--- src/lmb_pkg.sv ---
// lmb_pkg: constants and types of the local memory bus cycle logic.
// assumes one 125 MHz core clock standing in for the oscillator input.
// What this block does
// RULE1 - reset copies boot select level into boot flag
// RULE2 - boot flag high: chapters 0,31 RAM, low ROM
// RULE3 - RAM boot: no bus access while halt set
// RULE4 - divider select held high; low level reserved
// RULE5 - high lane: AX4,A0-A6, status, then D0-D7
// RULE6 - high lane msb on line zero
// RULE7 - low lane: A7-A14, AX4,A0-A6, then D8-D15
// RULE8 - low lane msb on line zero
// RULE9 - full 20-bit address valid at cycle start
// RULE10 - strobe falling edge marks address capture point
// RULE11 - external transparent latches may hold the address
// RULE12 - first ext line: AX0 quarter one, else A12
// RULE13 - second ext line: AX2 quarter one, else A14
// RULE14 - external logic may latch first ext line
// RULE15 - high parity line: AX1, AX0, then parity
// RULE16 - low parity line: AX3, AX2, then parity
// RULE17 - bus clocks divide by eight, second lags quarter
// RULE18 - each cycle runs four equal quarter phases
package lmb_pkg;
  localparam int unsigned ADDR_W       = 20;  // word address width
  localparam int unsigned DATA_W       = 16;
  localparam int unsigned CNT_W        = 4;   // core clocks per cycle 16
  localparam int unsigned QTR_LEN      = 4;   // core clocks per quarter
  localparam int unsigned BCLK_DIV     = 8;   // bus clock divide ratio
  localparam int unsigned CHAP_W       = 5;   // chapter = top address bits
  localparam logic [4:0]  CHAP_LOW     = 5'h00;
  localparam logic [4:0]  CHAP_HIGH    = 5'h1f;
  localparam logic [3:0]  CNT_LAST     = 4'hf;
  localparam logic [3:0]  STROBE_FALL  = 4'h2; // strobe low from here on
  localparam logic        PARITY_ODD   = 1'b1; // parity sense of data bytes
  typedef enum logic [1:0] {
    LMB_Q1, LMB_Q2, LMB_Q3, LMB_Q4
  } lmb_qtr_t;
endpackage

--- src/lmb_cycle_timer.sv ---
// lmb_cycle_timer: free running memory cycle phase counter.
// assumes core_clk plays the oscillator role; runs from reset on.
`timescale 1ns/10ps
module lmb_cycle_timer
  import lmb_pkg::*;
(
  // clock and reset
  input  wire logic             core_clk,
  input  wire logic             reset,
  // phase
  output logic [CNT_W-1:0]      cnt_q,
  output lmb_qtr_t              qtr,
  output logic                  cycle_end
);
  ////////////////////////////////////////////////////////////////////////
  // counter wraps every cycle; each quarter is QTR_LEN clocks [RULE18]
  always_ff @(posedge core_clk) begin
    if (reset) begin
      cnt_q <= '0;
    end else begin
      cnt_q <= cnt_q + 4'h1;
    end
  end

  assign qtr       = lmb_qtr_t'(cnt_q[CNT_W-1 -: 2]); // [RULE18]
  assign cycle_end = (cnt_q == CNT_LAST);
endmodule // lmb_cycle_timer

--- src/lmb_bus_mux.sv ---
// lmb_bus_mux: multiplexes address, status and data onto local memory pins.
// assumes requests from the core side, and pins one clock behind the phase
// counter since every pin is driven straight from a flip-flop.
`timescale 1ns/10ps
module lmb_bus_mux
  import lmb_pkg::*;
(
  // clock and reset
  input  wire logic               core_clk,
  input  wire logic               reset,
  // strap and control levels
  input  wire logic               boot_select_input,
  input  wire logic               adapter_reset_bit,
  input  wire logic               processor_halt_bit,
  input  wire logic               clock_divider_select,
  output logic                    boot_flag_q,
  output logic                    bus_denied_q,
  // core request side
  input  wire logic               req_valid,
  input  wire logic               req_write,
  input  wire logic [ADDR_W-1:0]  req_addr,
  input  wire logic [DATA_W-1:0]  req_wdata,
  input  wire logic [7:0]         req_status,
  output logic                    req_taken_q,
  output logic                    rd_done_q,
  output logic [DATA_W-1:0]       rd_data_q,
  output logic                    rd_parity_err_q,
  output logic                    rom_cycle_q,
  // local bus clocks
  output logic                    local_bus_clock_one,
  output logic                    local_bus_clock_two,
  // address latch strobe and extended address lines
  output logic                    address_latch_strobe,
  output logic                    ext_addr_line_first,
  output logic                    ext_addr_line_second,
  // high byte lane, line 0 is the msb
  input  wire logic [0:7]         mem_high_byte_lane_in,
  output logic [0:7]              mem_high_byte_lane_out,
  output logic                    mem_high_byte_lane_oe,
  // low byte lane, line 0 is the msb
  input  wire logic [0:7]         mem_low_byte_lane_in,
  output logic [0:7]              mem_low_byte_lane_out,
  output logic                    mem_low_byte_lane_oe,
  // parity and extended lines
  input  wire logic               ext_parity_line_high_in,
  output logic                    ext_parity_line_high_out,
  output logic                    ext_parity_line_high_oe,
  input  wire logic               ext_parity_line_low_in,
  output logic                    ext_parity_line_low_out,
  output logic                    ext_parity_line_low_oe
);
  logic [CNT_W-1:0]   cnt_q;
  lmb_qtr_t           qtr;
  logic               cycle_end;
  logic               active_q;
  logic               wr_q;
  logic [ADDR_W-1:0]  addr_q;
  logic [DATA_W-1:0]  wdata_q;
  logic [7:0]         status_q;
  logic [4:0]         ax;       // AX0..AX4 in index order
  logic [0:14]        a;        // A0..A14, A0 is the msb
  logic               allow;
  logic               ram_chap;
  logic               par_hi;
  logic               par_lo;

  // phase counter shared by every pin process below
  lmb_cycle_timer i_lmb_cycle_timer (
    .core_clk  (core_clk),
    .reset     (reset),
    .cnt_q     (cnt_q),
    .qtr       (qtr),
    .cycle_end (cycle_end)
  );

  ////////////////////////////////////////////////////////////////////////
  // address split: top five bits are AX4..AX0, then A0 down to A14
  assign ax       = addr_q[ADDR_W-1 -: CHAP_W];
  assign a        = addr_q[14:0];
  assign par_hi   = ^wdata_q[15:8] ^ PARITY_ODD;
  assign par_lo   = ^wdata_q[7:0] ^ PARITY_ODD;
  // divider select low is reserved; treated as a bus stop, not a rate
  assign allow    = !(boot_flag_q && processor_halt_bit)   // [RULE3]
                    && clock_divider_select;               // [RULE4]
  assign ram_chap = (req_addr[ADDR_W-1 -: CHAP_W] == CHAP_LOW) ||
                    (req_addr[ADDR_W-1 -: CHAP_W] == CHAP_HIGH);

  ////////////////////////////////////////////////////////////////////////
  // boot flag taken from the strap at either reset source
  always_ff @(posedge core_clk) begin
    if (reset || adapter_reset_bit) begin
      boot_flag_q <= boot_select_input;                    // [RULE1]
    end
  end

  always_ff @(posedge core_clk) begin
    if (reset) begin
      bus_denied_q <= 1'b1;
    end else begin
      bus_denied_q <= !allow;                              // [RULE3]
    end
  end

  ////////////////////////////////////////////////////////////////////////
  // request taken only at a cycle boundary, so the address is whole
  always_ff @(posedge core_clk) begin
    if (reset) begin
      active_q    <= 1'b0;
      wr_q        <= 1'b0;
      addr_q      <= '0;
      wdata_q     <= '0;
      status_q    <= '0;
      req_taken_q <= 1'b0;
      rom_cycle_q <= 1'b0;
    end else begin
      req_taken_q <= 1'b0;
      if (cycle_end) begin
        active_q    <= req_valid && allow;                 // [RULE3]
        req_taken_q <= req_valid && allow;
        if (req_valid && allow) begin
          wr_q        <= req_write;
          addr_q      <= req_addr;
          wdata_q     <= req_wdata;
          status_q    <= req_status;
          rom_cycle_q <= ram_chap && !boot_flag_q;          // [RULE2]
        end
      end
    end
  end

  ////////////////////////////////////////////////////////////////////////
  // read data sampled at the end of quarter four
  always_ff @(posedge core_clk) begin
    if (reset) begin
      rd_done_q       <= 1'b0;
      rd_data_q       <= '0;
      rd_parity_err_q <= 1'b0;
    end else begin
      rd_done_q <= active_q && !wr_q && cycle_end;
      if (active_q && !wr_q && cycle_end) begin
        rd_data_q <= {mem_high_byte_lane_in, mem_low_byte_lane_in};
        rd_parity_err_q <=
          ((^mem_high_byte_lane_in ^ PARITY_ODD) != ext_parity_line_high_in)
          || ((^mem_low_byte_lane_in ^ PARITY_ODD) != ext_parity_line_low_in);
      end
    end
  end

  ////////////////////////////////////////////////////////////////////////
  // bus clocks: high for half of eight counts, second two counts later
  always_ff @(posedge core_clk) begin
    if (reset) begin
      local_bus_clock_one <= 1'b0;
      local_bus_clock_two <= 1'b0;
    end else begin
      local_bus_clock_one <= (cnt_q[2:0] < 3'h4);              // [RULE17]
      local_bus_clock_two <= (cnt_q[2:0] >= 3'h2) &&
                             (cnt_q[2:0] < 3'h6);              // [RULE17]
    end
  end

  ////////////////////////////////////////////////////////////////////////
  // strobe high while the address settles, falls within quarter one
  always_ff @(posedge core_clk) begin
    if (reset) begin
      address_latch_strobe <= 1'b0;
    end else begin
      address_latch_strobe <= active_q && (cnt_q < STROBE_FALL); // [RULE10]
    end
  end

  ////////////////////////////////////////////////////////////////////////
  // per quarter line selection
  always_ff @(posedge core_clk) begin
    if (reset) begin
      ext_addr_line_first      <= 1'b0;
      ext_addr_line_second     <= 1'b0;
      mem_high_byte_lane_out   <= '0;
      mem_low_byte_lane_out    <= '0;
      ext_parity_line_high_out <= 1'b0;
      ext_parity_line_low_out  <= 1'b0;
    end else begin
      unique case (qtr)
        LMB_Q1: begin  // row time: whole address at once [RULE9]
          ext_addr_line_first      <= ax[0];               // [RULE12]
          ext_addr_line_second     <= ax[2];               // [RULE13]
          mem_high_byte_lane_out   <= {ax[4], a[0:6]};     // [RULE5] [RULE6]
          mem_low_byte_lane_out    <= a[7:14];             // [RULE7] [RULE8]
          ext_parity_line_high_out <= ax[1];               // [RULE15]
          ext_parity_line_low_out  <= ax[3];               // [RULE16]
        end
        LMB_Q2: begin
          ext_addr_line_first      <= a[12];               // [RULE12]
          ext_addr_line_second     <= a[14];               // [RULE13]
          mem_high_byte_lane_out   <= status_q;            // [RULE5]
          mem_low_byte_lane_out    <= {ax[4], a[0:6]};     // [RULE7] [RULE8]
          ext_parity_line_high_out <= ax[0];               // [RULE15]
          ext_parity_line_low_out  <= ax[2];               // [RULE16]
        end
        LMB_Q3, LMB_Q4: begin
          ext_addr_line_first      <= a[12];               // [RULE12]
          ext_addr_line_second     <= a[14];               // [RULE13]
          mem_high_byte_lane_out   <= wdata_q[15:8];       // [RULE5] [RULE6]
          mem_low_byte_lane_out    <= wdata_q[7:0];        // [RULE7] [RULE8]
          ext_parity_line_high_out <= par_hi;              // [RULE15]
          ext_parity_line_low_out  <= par_lo;              // [RULE16]
        end
      endcase
    end
  end

  ////////////////////////////////////////////////////////////////////////
  // enables: address half driven on every access, data half only on writes
  always_ff @(posedge core_clk) begin
    if (reset) begin
      mem_high_byte_lane_oe   <= 1'b0;
      mem_low_byte_lane_oe    <= 1'b0;
      ext_parity_line_high_oe <= 1'b0;
      ext_parity_line_low_oe  <= 1'b0;
    end else begin
      mem_high_byte_lane_oe   <= active_q && (!cnt_q[3] || wr_q); // [RULE18]
      mem_low_byte_lane_oe    <= active_q && (!cnt_q[3] || wr_q);
      ext_parity_line_high_oe <= active_q && (!cnt_q[3] || wr_q);
      ext_parity_line_low_oe  <= active_q && (!cnt_q[3] || wr_q);
    end
  end
endmodule // lmb_bus_mux

--- config.mk ---
export PLATFORM = sky130hd
export DESIGN_NAME = lmb_bus_mux
export DESIGN_NICKNAME = d
export VERILOG_FILES = /design/src/lmb_pkg.sv /design/src/lmb_cycle_timer.sv /design/src/lmb_bus_mux.sv
export SDC_FILE = /design/constraint.sdc
export NUM_CORES = 1
export LEC_CHECK = 0
export BUFFER_PORTS_ARGS = -buffer_cell sky130_fd_sc_hd__buf_4
export CORE_MARGIN = 2
export CORE_UTILIZATION = 48
export CTS_BUF_LIST = sky130_fd_sc_hd__clkbuf_8
export DETAILED_ROUTE_END_ITERATION = 16
export GPL_ROUTABILITY_DRIVEN = 0
export HOLD_SLACK_MARGIN = 0.12
export PLACE_DENSITY = 0.78
export SLEW_MARGIN = 25
export SYNTH_ARGS = -nofsm -noshare
export SYNTH_HDL_FRONTEND = slang
export SYNTH_SLANG_ARGS = --single-unit
--- constraint.sdc ---
create_clock -name core_clk -period 1.4 [get_ports core_clk]
set_clock_uncertainty 0.15 [all_clocks]
set_input_delay 0 -clock core_clk [delete_from_list [all_inputs] [get_ports core_clk]]
set_output_delay 0 -clock core_clk [all_outputs]
set_load 0.01 [all_outputs]
# After elaboration in Yosys (flattened, before gate mapping)
# Cells that the tools add are included.
# classes
add_sub_neg	1
magnitude_cmp	4
n_reduce_logical	28
n_mux	6
bitwise_logic	5
eq_ne	7
# op_table
operator	count
8-bit one-hot mux with 3 select lines	2
8-bit parity	4
1-bit logical AND	9
3-bit < comparator (second input constant)	2
1-bit one-hot mux with 3 select lines	2
5-bit == test (second input constant)	1
1-bit logical NOT	5
5-bit logical NOT	1
1-bit NOT	5
4-bit by 1-bit adder with 4-bit output (second input constant)	1
2-bit == test (second input constant)	2
4-bit == test (second input constant)	1
1-bit logical OR	4
4-bit by 2-bit < comparator with 1-bit output (second input constant)	1
1-bit one-hot mux with 2 select lines	2
2-bit OR reduction	2
3-bit by 2-bit greater-or-equal comparator with 1-bit output (second input constant)	1
3-bit OR reduction	1
2-bit by 1-bit == test with 1-bit output (second input constant)	1
2-bit logical NOT	1
1-bit inequality test	2
2-bit AND reduction	1
# word_totals
in_bits	70
output_inout_bits	49
regBits	96

# Depth between registers and ports, before layout
# Gate-level depths: netlist (run 1).
# depth
depth_word	5
ltp_mapped	7
mapped_depth_nobuf	5

# Hierarchy
# Synthesis (run 1) repeated with hierarchy kept, for this count alone.
# unflattened
cells_unflattened	456
hier_area_um2	3819.9
# by_module_without_submodules
mod	n_inst	area_each_um2	cells_each	seq_area_each_um2
lmb_bus_mux	1	3652.3	440	1851.8
lmb_cycle_timer	1	167.7	16	80.1

# Least setup slack after synthesis (run 1)
# No wires, ideal clock.
# synth_path
kind	reg-to-reg
startpoint	register boot_flag_q
endpoint	register status_q[6]
period_less_slack_ps	1550
t_arrival_ps	1257
setup_slack_ps	-150
required_time_ps	1107
stages_incl_launch_ff	7
setup_ps	143
path_cell_list	edfxtp_1 > a21boi_1 > nand3_2 > buf_4 > buf_2 > nand2_1 > a21oi_2
# synth_between
elab_chain_cells	5
# synth_rtl
element	line_no	rtl
start, declared	lmb_bus_mux.sv:16	output logic boot_flag_q,
start signal, assigned	lmb_bus_mux.sv:92	boot_flag_q <= boot_select_input;
1-bit logical AND	lmb_bus_mux.sv:83	assign allow = !(boot_flag_q && processor_halt_bit)
1-bit logical NOT	lmb_bus_mux.sv:83	
1-bit logical AND	lmb_bus_mux.sv:84	&& clock_divider_select;
1-bit logical AND	lmb_bus_mux.sv:120	if (req_valid && allow) begin
2-bit AND reduction (no line)	-	
end signal, assigned	lmb_bus_mux.sv:124	status_q <= req_status;
end, declared	lmb_bus_mux.sv:59	logic [7:0] status_q;
# No other way between the ends.
# A chain may end at the register's enable or synchronous reset.

# Worst setup path after layout (run 1)
# layout_path
startpoint	input mem_high_byte_lane_in[3] in the netlist's numbering
endpoint	register rd_parity_err_q
# layout_between
elab_chain_cells	4
# layout_rtl
element	line_no	rtl
start, declared	lmb_bus_mux.sv:37	input wire logic [0:7] mem_high_byte_lane_in,
8-bit parity	lmb_bus_mux.sv:143	((^mem_high_byte_lane_in ^ PARITY_ODD) != ext_parity_line_high_in)
1-bit NOT (no line)	-	
1-bit inequality test	lmb_bus_mux.sv:143	
1-bit logical OR	lmb_bus_mux.sv:144	|| ((^mem_low_byte_lane_in ^ PARITY_ODD) != ext_parity_line_low_in);
end signal, assigned	lmb_bus_mux.sv:142	rd_parity_err_q <=
end, declared	lmb_bus_mux.sv:27	output logic rd_parity_err_q,
# No other way between the ends.

==> results of run 1 <==
cell type report:
cell class	count	share of cell area (%)
clock inverter	5	0.492
multi-input combinational	322	34.9
clock buffer	11	2.38
sequential	96	30.5
timing repair buffer	208	29.6
inverter	1	0.0590
tap	105	2.07
tightest hold or removal path: stages:
cell and delay, ns:
buf_4 0.10, a21boi_4 0.07, buf_4 0.13, nand2b_1 0.07
metal layers:
metal	part of all wire, %	GRT usage (%)
met5	0	0
met4	4.3	10.1
met3	4.9	3.76
met2	52	41.8
met1	39	28.9
metrics by stage:
step	std cells	util [%]	hold slack [ns]	setup TNS (ns)	cell area, µm²
after floorplan	453	-	-0.0511	-3.28	4160
after global placement	660	62.0	0.0289	-2.96	5120
after detailed placement	660	62.0	0.0320	-5.12	5120
after CTS	742	73.5	-0.144	-4.60	6070
after global routing	748	77.0	-0.105	-12.96	6360
final	748	77.0	-0.128	-11.45	6360
cell usage after synthesis (3+ instances only):
master     n
nor2_1    40
a211oi_1   4
nor2b_1    4
buf_12     4
mux2i_1   17
nand2b_1   3
a21oi_1   42
nand2_2   40
dfxtp_1   95
a21oi_2   40
clkbuf_1  14
buf_2      6
xor2_1     5
nand2_1   86
xnor2_1   23
buf_4      5
kinds of logic after synthesis:
kind of cell | share of synthesized area, %
buf+inv | 6.03
simple gates | 20.5
compound gates | 14.9
xor+xnor | 7.03
mux | 4.12
flops | 46.8
fa+ha+maj | 0.606
sequential cells by signal, summed over array words and instances (netlist names):
name / cells
rd_data_q: 16
address_latch_strobe: 1
ext_parity_line_low_oe: 1
rd_parity_err_q: 1
rom_cycle_q: 1
addr_q: 20
ext_addr_line_first: 1
rd_done_q: 1
mem_low_byte_lane_out: 8
local_bus_clock_two: 1
wdata_q: 16
ext_parity_line_high_out: 1
local_bus_clock_one: 1
ext_parity_line_low_out: 1
wr_q: 1
mem_high_byte_lane_out: 8
ext_addr_line_second: 1
i_lmb_cycle_timer.cnt_q: 4
req_taken_q: 1
status_q: 8
bus_denied_q: 1
boot_flag_q: 1
active_q: 1
worst min-delay path by stage:
stage                            start                       to  slack (ns)  cells past startpoint
floorplan            boot_select_input    boot_flag_q$_DFFE_PP_       -0.05                      0
global placement     boot_select_input    boot_flag_q$_DFFE_PP_        0.03                      1
detailed placement   boot_select_input    boot_flag_q$_DFFE_PP_        0.03                      1
CTS                 processor_halt_bit  bus_denied_q$_SDFF_PP1_       -0.14                      4
global route        processor_halt_bit  bus_denied_q$_SDFF_PP1_       -0.11                      4
finish              processor_halt_bit  bus_denied_q$_SDFF_PP1_       -0.13                      4
report_power, final:
part / total [mW] / internal, mW / switching, mW
clock: 1.75 / 0.743 / 1.01
sequential: 2.77 / 2.75 / 0.0163
combinational: 0.677 / 0.387 / 0.290
total: 5.20 / 3.88 / 1.32
what timing repair did:
action / in CTS / in global routing
gates cloned: 0 / 2
pin swaps: 18 / 23
endpoints found under the hold margin: 72 / 4
setup endpoints to repair: 64 / 81
buffers inserted: 1 / 4
resized for setup: 30 / 50
==> impl_metrics.py, run 1 <==
metrics = {
    "status": {
        "status": "complete, but fails checks",
        "violations": "hold timing, setup timing",
    },
    "power": {
        "finalPower_mw": 5.20,
        "ir_worst_vdd_v": 0.000630,
        "powerDensity_mw_per_mm2": 817,
        "p_leak_nw": 2.54,
    },
    "routing": {
        "initialDrtViolationCount": 168,
        "dr.pass1.iters": 4,
        "routedWlPerCell_um": 18.5,
        "via_per_inst": 5.29,
        "routed_wl_um": 13800,
        "vias": 3954,
        "ant_nets": 0,
        "drc_errors": 0,
    },
    "clock_tree": {
        "clock_latency_ns": 0.37,
        "cts.htree.levels": 3,
        "cts_made_buffers": 9,
        "clock-root-buffer": "clkbuf_8",
        "ctsHoldBuffers": 65,
        "cts_sinks": 96,
        "clock_path_buffers": 2,
        "path_clk_slew_ns": 0.10,
        "cts_tree": "done",
    },
    "placed_design": {
        "dpl_worst_slack_ns": -0.125,
        "numPortBuffers": 118,
        "dp_hpwl_um": 6860,
    },
    "setup_path": {
        "worstPathArrival_ns": 1.73,
        "setup.worst_path.start": "mem_high_byte_lane_in[3]",
        "rr_startpoint": "boot_flag_q$_DFFE_PP_",
        "max_stage_delay_ns": 0.57,
        "path_max_fanout": 2,
        "path_cells": "dlygate4sd3_1 -> buf_4 -> xnor2_1 -> xnor3_1 -> xnor2_1 -> a311oi_2",
        "worstReg2RegEnd": "addr_q[3]$_SDFFE_PP0P_",
        "crit_top_cell": "xnor2_1",
        "crit_type": "in2reg",
        "crit_path_end": "rd_parity_err_q$_SDFFE_PP0P_",
        "cp-end-kind": "register",
        "cp-start-kind": "primary input",
        "cp_slowest_cell": "dlygate4sd3_1",
        "cp_data_required_time_ns": 1.48,
        "crit_family": "XOR/XNOR gates",
        "path_depth": 6,
        "path_buf_inv": 2,
        "rr_worst_depth": 5,
        "worst-r2r-setup-slack_ns": -0.23,
    },
    "sta": {
        "setup_viol": 65,
        "rsz0062_at_grt": "yes",
        "min_period_over_period_pct": 117,
        "max_freq_mhz": 609,
        "drv_slew": 0,
        "period_minus_slack_ns": 1.64,
        "fin_hold_ws_ns": -0.128,
        "worst_slack_ns": -0.243,
        "relSlewSlack_pct": 67.6,
        "hold_violations": 2,
        "tightest_slew_ns": 0.486,
    },
    "layout": {
        "drive_above_1_share_pct": 45.9,
        "final_cell_mix": "buf_4, dfxtp_1, nand2_1, dlygate4sd3_1, a21oi_2",
        "ff_latch_area_mm2": 0.00194,
        "areaGrowthSynthToFinish_pct": 54.1,
        "nNetsFinal": 710,
        "n_fill_cell": 514,
        "mostFrequentLayoutCell": "buf_4",
        "multi_input_area_mm2": 0.00222,
        "antennaDiodeCount": 0,
    },
    "global_routing": {
        "overflow": 0,
        "grt_max_degree": 55,
        "grt_usage_pct": 23.8,
        "antenna_found_initial": 0,
        "grt_pass1_wl_um": 18300,
        "grt_pass1_vias": 3815,
    },
    "logic_synthesis": {
        "synth_cells": 453,
        "synth_cell_types": 34,
        "netlist_area_mm2": 0.00413,
        "synthArstFlopShare_pct": 0,
        "synth_edf_count": 1,
        "synth-main-ff-cell": "dfxtp_1",
        "ys_top_cells_by_area": "dfxtp_1, a21oi_2, nand2_1",
        "synth-seq-cells": 96,
        "yosys_warnings": 0,
        "syn-mean-instance-area_um2": 9.11,
        "netlist.area_leader.share_pct": 46.1,
        "ys_seq_area_share_pct": 46.8,
        "syn_nets": 525,
        "synth_top_area_cell": "dfxtp_1",
    },
    "floorplanning": {
        "core_mm2": 0.00826,
        "die_width_um": 96.7,
        "rows": 33,
        "start_util_pct": 50.0,
        "die_area_mm2": 0.00936,
        "io_pins": 119,
        "die_h_um": 96.7,
    },
    "run": {
        "maxCapViolCount": 0,
    },
    "hold_path": {
        "holdCritPathClass": "in2reg",
    },
}
Power figures use the tool's default switching activity.
==> run 2: changes to the inputs <==
- CELL_PAD_IN_SITES_DETAIL_PLACEMENT: default -> 0
- CELL_PAD_IN_SITES_GLOBAL_PLACEMENT: default -> 1
- CORE_UTILIZATION: 48 -> 36
- PLACE_DENSITY: 0.78 -> default
- PLACE_DENSITY_LB_ADDON: default -> 0.1
==> impl_metrics.py, run 2 (same netlist as run 1, synthesis figures left out) <==
metrics = {
    "status": {
        "status": "complete, but fails checks",
        "violations": "setup timing",
    },
    "placed_design": {
        "dp.cells": 712,
        "numPortBuffers": 118,
        "dpl_worst_slack_ns": -0.133,
        "dp_hpwl_um": 7340,
    },
    "global_routing": {
        "grt_max_degree": 49,
        "grt_usage_pct": 17.9,
        "grt_pass1_wl_um": 17900,
        "grt_pass1_vias": 3743,
        "overflow": 0,
        "antenna_found_initial": 0,
    },
    "sta": {
        "max_freq_mhz": 647,
        "tightest_slew_ns": 0.335,
        "setup-tns-final_ns": -7.11,
        "relSlewSlack_pct": 77.4,
        "period_minus_slack_ns": 1.55,
        "fin_hold_ws_ns": 0.158,
        "min_period_over_period_pct": 110,
        "worst_slack_ns": -0.146,
        "hold_violations": 0,
        "rsz0062_at_grt": "yes",
        "setup_viol": 63,
        "drv_slew": 0,
    },
    "setup_path": {
        "worst-r2r-setup-slack_ns": -0.15,
        "crit_top_cell": "and3_4",
        "worstReg2RegEnd": "addr_q[2]$_SDFFE_PP0P_",
        "path_depth": 6,
        "cp_data_required_time_ns": 1.56,
        "cp-start-kind": "register",
        "max_stage_delay_ns": 0.37,
        "crit_family": "simple AND/OR/NAND/NOR gates",
        "crit_type": "reg2reg",
        "rr_worst_depth": 6,
        "rr_startpoint": "i_lmb_cycle_timer.cnt_q[1]$_SDFF_PP0_",
        "setup.worst_path.start": "i_lmb_cycle_timer.cnt_q[1]$_SDFF_PP0_",
        "path_buf_inv": 1,
        "path_max_fanout": 11,
        "cp_slowest_cell": "dfxtp_2",
        "cp-end-kind": "register",
        "path_cells": "ha_4 -> and3_4 -> and3_4 -> buf_12 -> nand2_1 -> a21oi_2",
        "crit_path_end": "addr_q[2]$_SDFFE_PP0P_",
        "worstPathArrival_ns": 1.71,
    },
    "routing": {
        "ant_nets": 0,
        "drc_errors": 0,
        "dr.pass1.iters": 5,
        "initialDrtViolationCount": 120,
        "routedWlPerCell_um": 13.7,
        "vias": 3631,
        "via_per_inst": 4.54,
        "routed_wl_um": 11000,
    },
    "layout": {
        "areaGrowthSynthToFinish_pct": 57.7,
        "nNetsFinal": 724,
        "ff_latch_area_mm2": 0.00194,
        "largestRegisters": "addr_q: 20 flops, rd_data_q: 16 flops, wdata_q: 16 flops",
        "largest_reg_flops": 20,
        "top_register": "addr_q",
        "mostFrequentLayoutCell": "buf_4",
        "final_cells": 800,
        "drive_above_1_share_pct": 46.1,
        "multi_input_area_mm2": 0.00217,
        "final_cell_mix": "buf_4, dfxtp_1, nand2_1, dlygate4sd3_1, a21oi_2",
        "antennaDiodeCount": 0,
        "n_fill_cell": 1016,
    },
    "clock_tree": {
        "path_clk_slew_ns": 0.09,
        "clock-root-buffer": "clkbuf_8",
        "clock_path_buffers": 2,
        "cts.htree.levels": 3,
        "clock_latency_ns": 0.37,
        "cts_tree": "done",
        "cts_sinks": 96,
        "cts_made_buffers": 9,
    },
    "run": {
        "maxCapViolCount": 0,
    },
    "power": {
        "p_leak_nw": 2.58,
        "powerDensity_mw_per_mm2": 838,
        "ir_worst_vdd_v": 0.000410,
        "finalPower_mw": 5.45,
    },
    "floorplanning": {
        "rows": 39,
        "io_pins": 119,
        "die_width_um": 111,
        "die_h_um": 111,
        "die_area_mm2": 0.0123,
        "start_util_pct": 36.5,
        "core_mm2": 0.0113,
    },
    "hold_path": {
        "holdCritPathClass": "in2reg",
    },
}
-- run 2: how the worst min path moves through the flow --
stage	startpoint	to	slack (ns)	cells after the start
6_report	ext_parity_line_low_in	rd_parity_err_q$_SDFFE_PP0P_	0.16	5
3_3_place_gp	boot_select_input	boot_flag_q$_DFFE_PP_	0.03	1
3_5_place_dp	boot_select_input	boot_flag_q$_DFFE_PP_	0.03	1
5_1_grt	ext_parity_line_low_in	rd_parity_err_q$_SDFFE_PP0P_	0.16	5
2_1_floorplan	boot_select_input	boot_flag_q$_DFFE_PP_	-0.05	0
4_1_cts	ext_parity_line_low_in	rd_parity_err_q$_SDFFE_PP0P_	0.15	5
-- run 2: stage by stage --
stage / utilization (%) / instance area (µm²)
6_report: 57.5 / 6510
5_1_grt: 57.5 / 6510
4_1_cts: 55.0 / 6230
3_5_place_dp: 47.0 / 5320
3_3_place_gp: 47.0 / 5320
2_1_floorplan: - / 4160
-- run 2: timing repair --
action                                 4_1_cts  5_1_grt
setup endpoints to repair                   64       78
setup buffers                                1        3
endpoints found under the hold margin       95        0
hold buffers                                67        0
cloned                                       0        1
resized for setup                            3       58
pin swaps                                    0       29
-- run 2: worst reg2reg max path, stage by stage (launching register included) --
cell and delay [ns]:
dfxtp_2 0.37, ha_4 0.13, and3_4 0.20, and3_4 0.30
buf_12 0.17, nand2_1 0.07, a21oi_2 0.10
-- run 2: cell type report --
class                           instances  area share, %
Clock inverter                          5           1.12
Clock buffer                           11           2.33
Inverter                                1         0.0577
Multi-Input combinational cell        322           33.4
Timing Repair Buffer                  222           30.5
Tap cell                              143           2.75
Sequential cell                        96           29.8
-- run 2: power breakdown --
part | internal, mW | switching, mW
Clock | 1.09 | 0.959
Combinational | 0.397 | 0.244
Sequential | 2.75 | 0.0123
-- run 2: routing by layer --
layer | vias to the layer above | track usage (%) | wire length, µm
met2 | 78 | 31.2 | 5490
met4 | 0 | 5.43 | 134
met5 | - | 0 | 0
met3 | 14 | 3.44 | 407
li1 | 1862 | - | -
met1 | 1677 | 22.5 | 4960
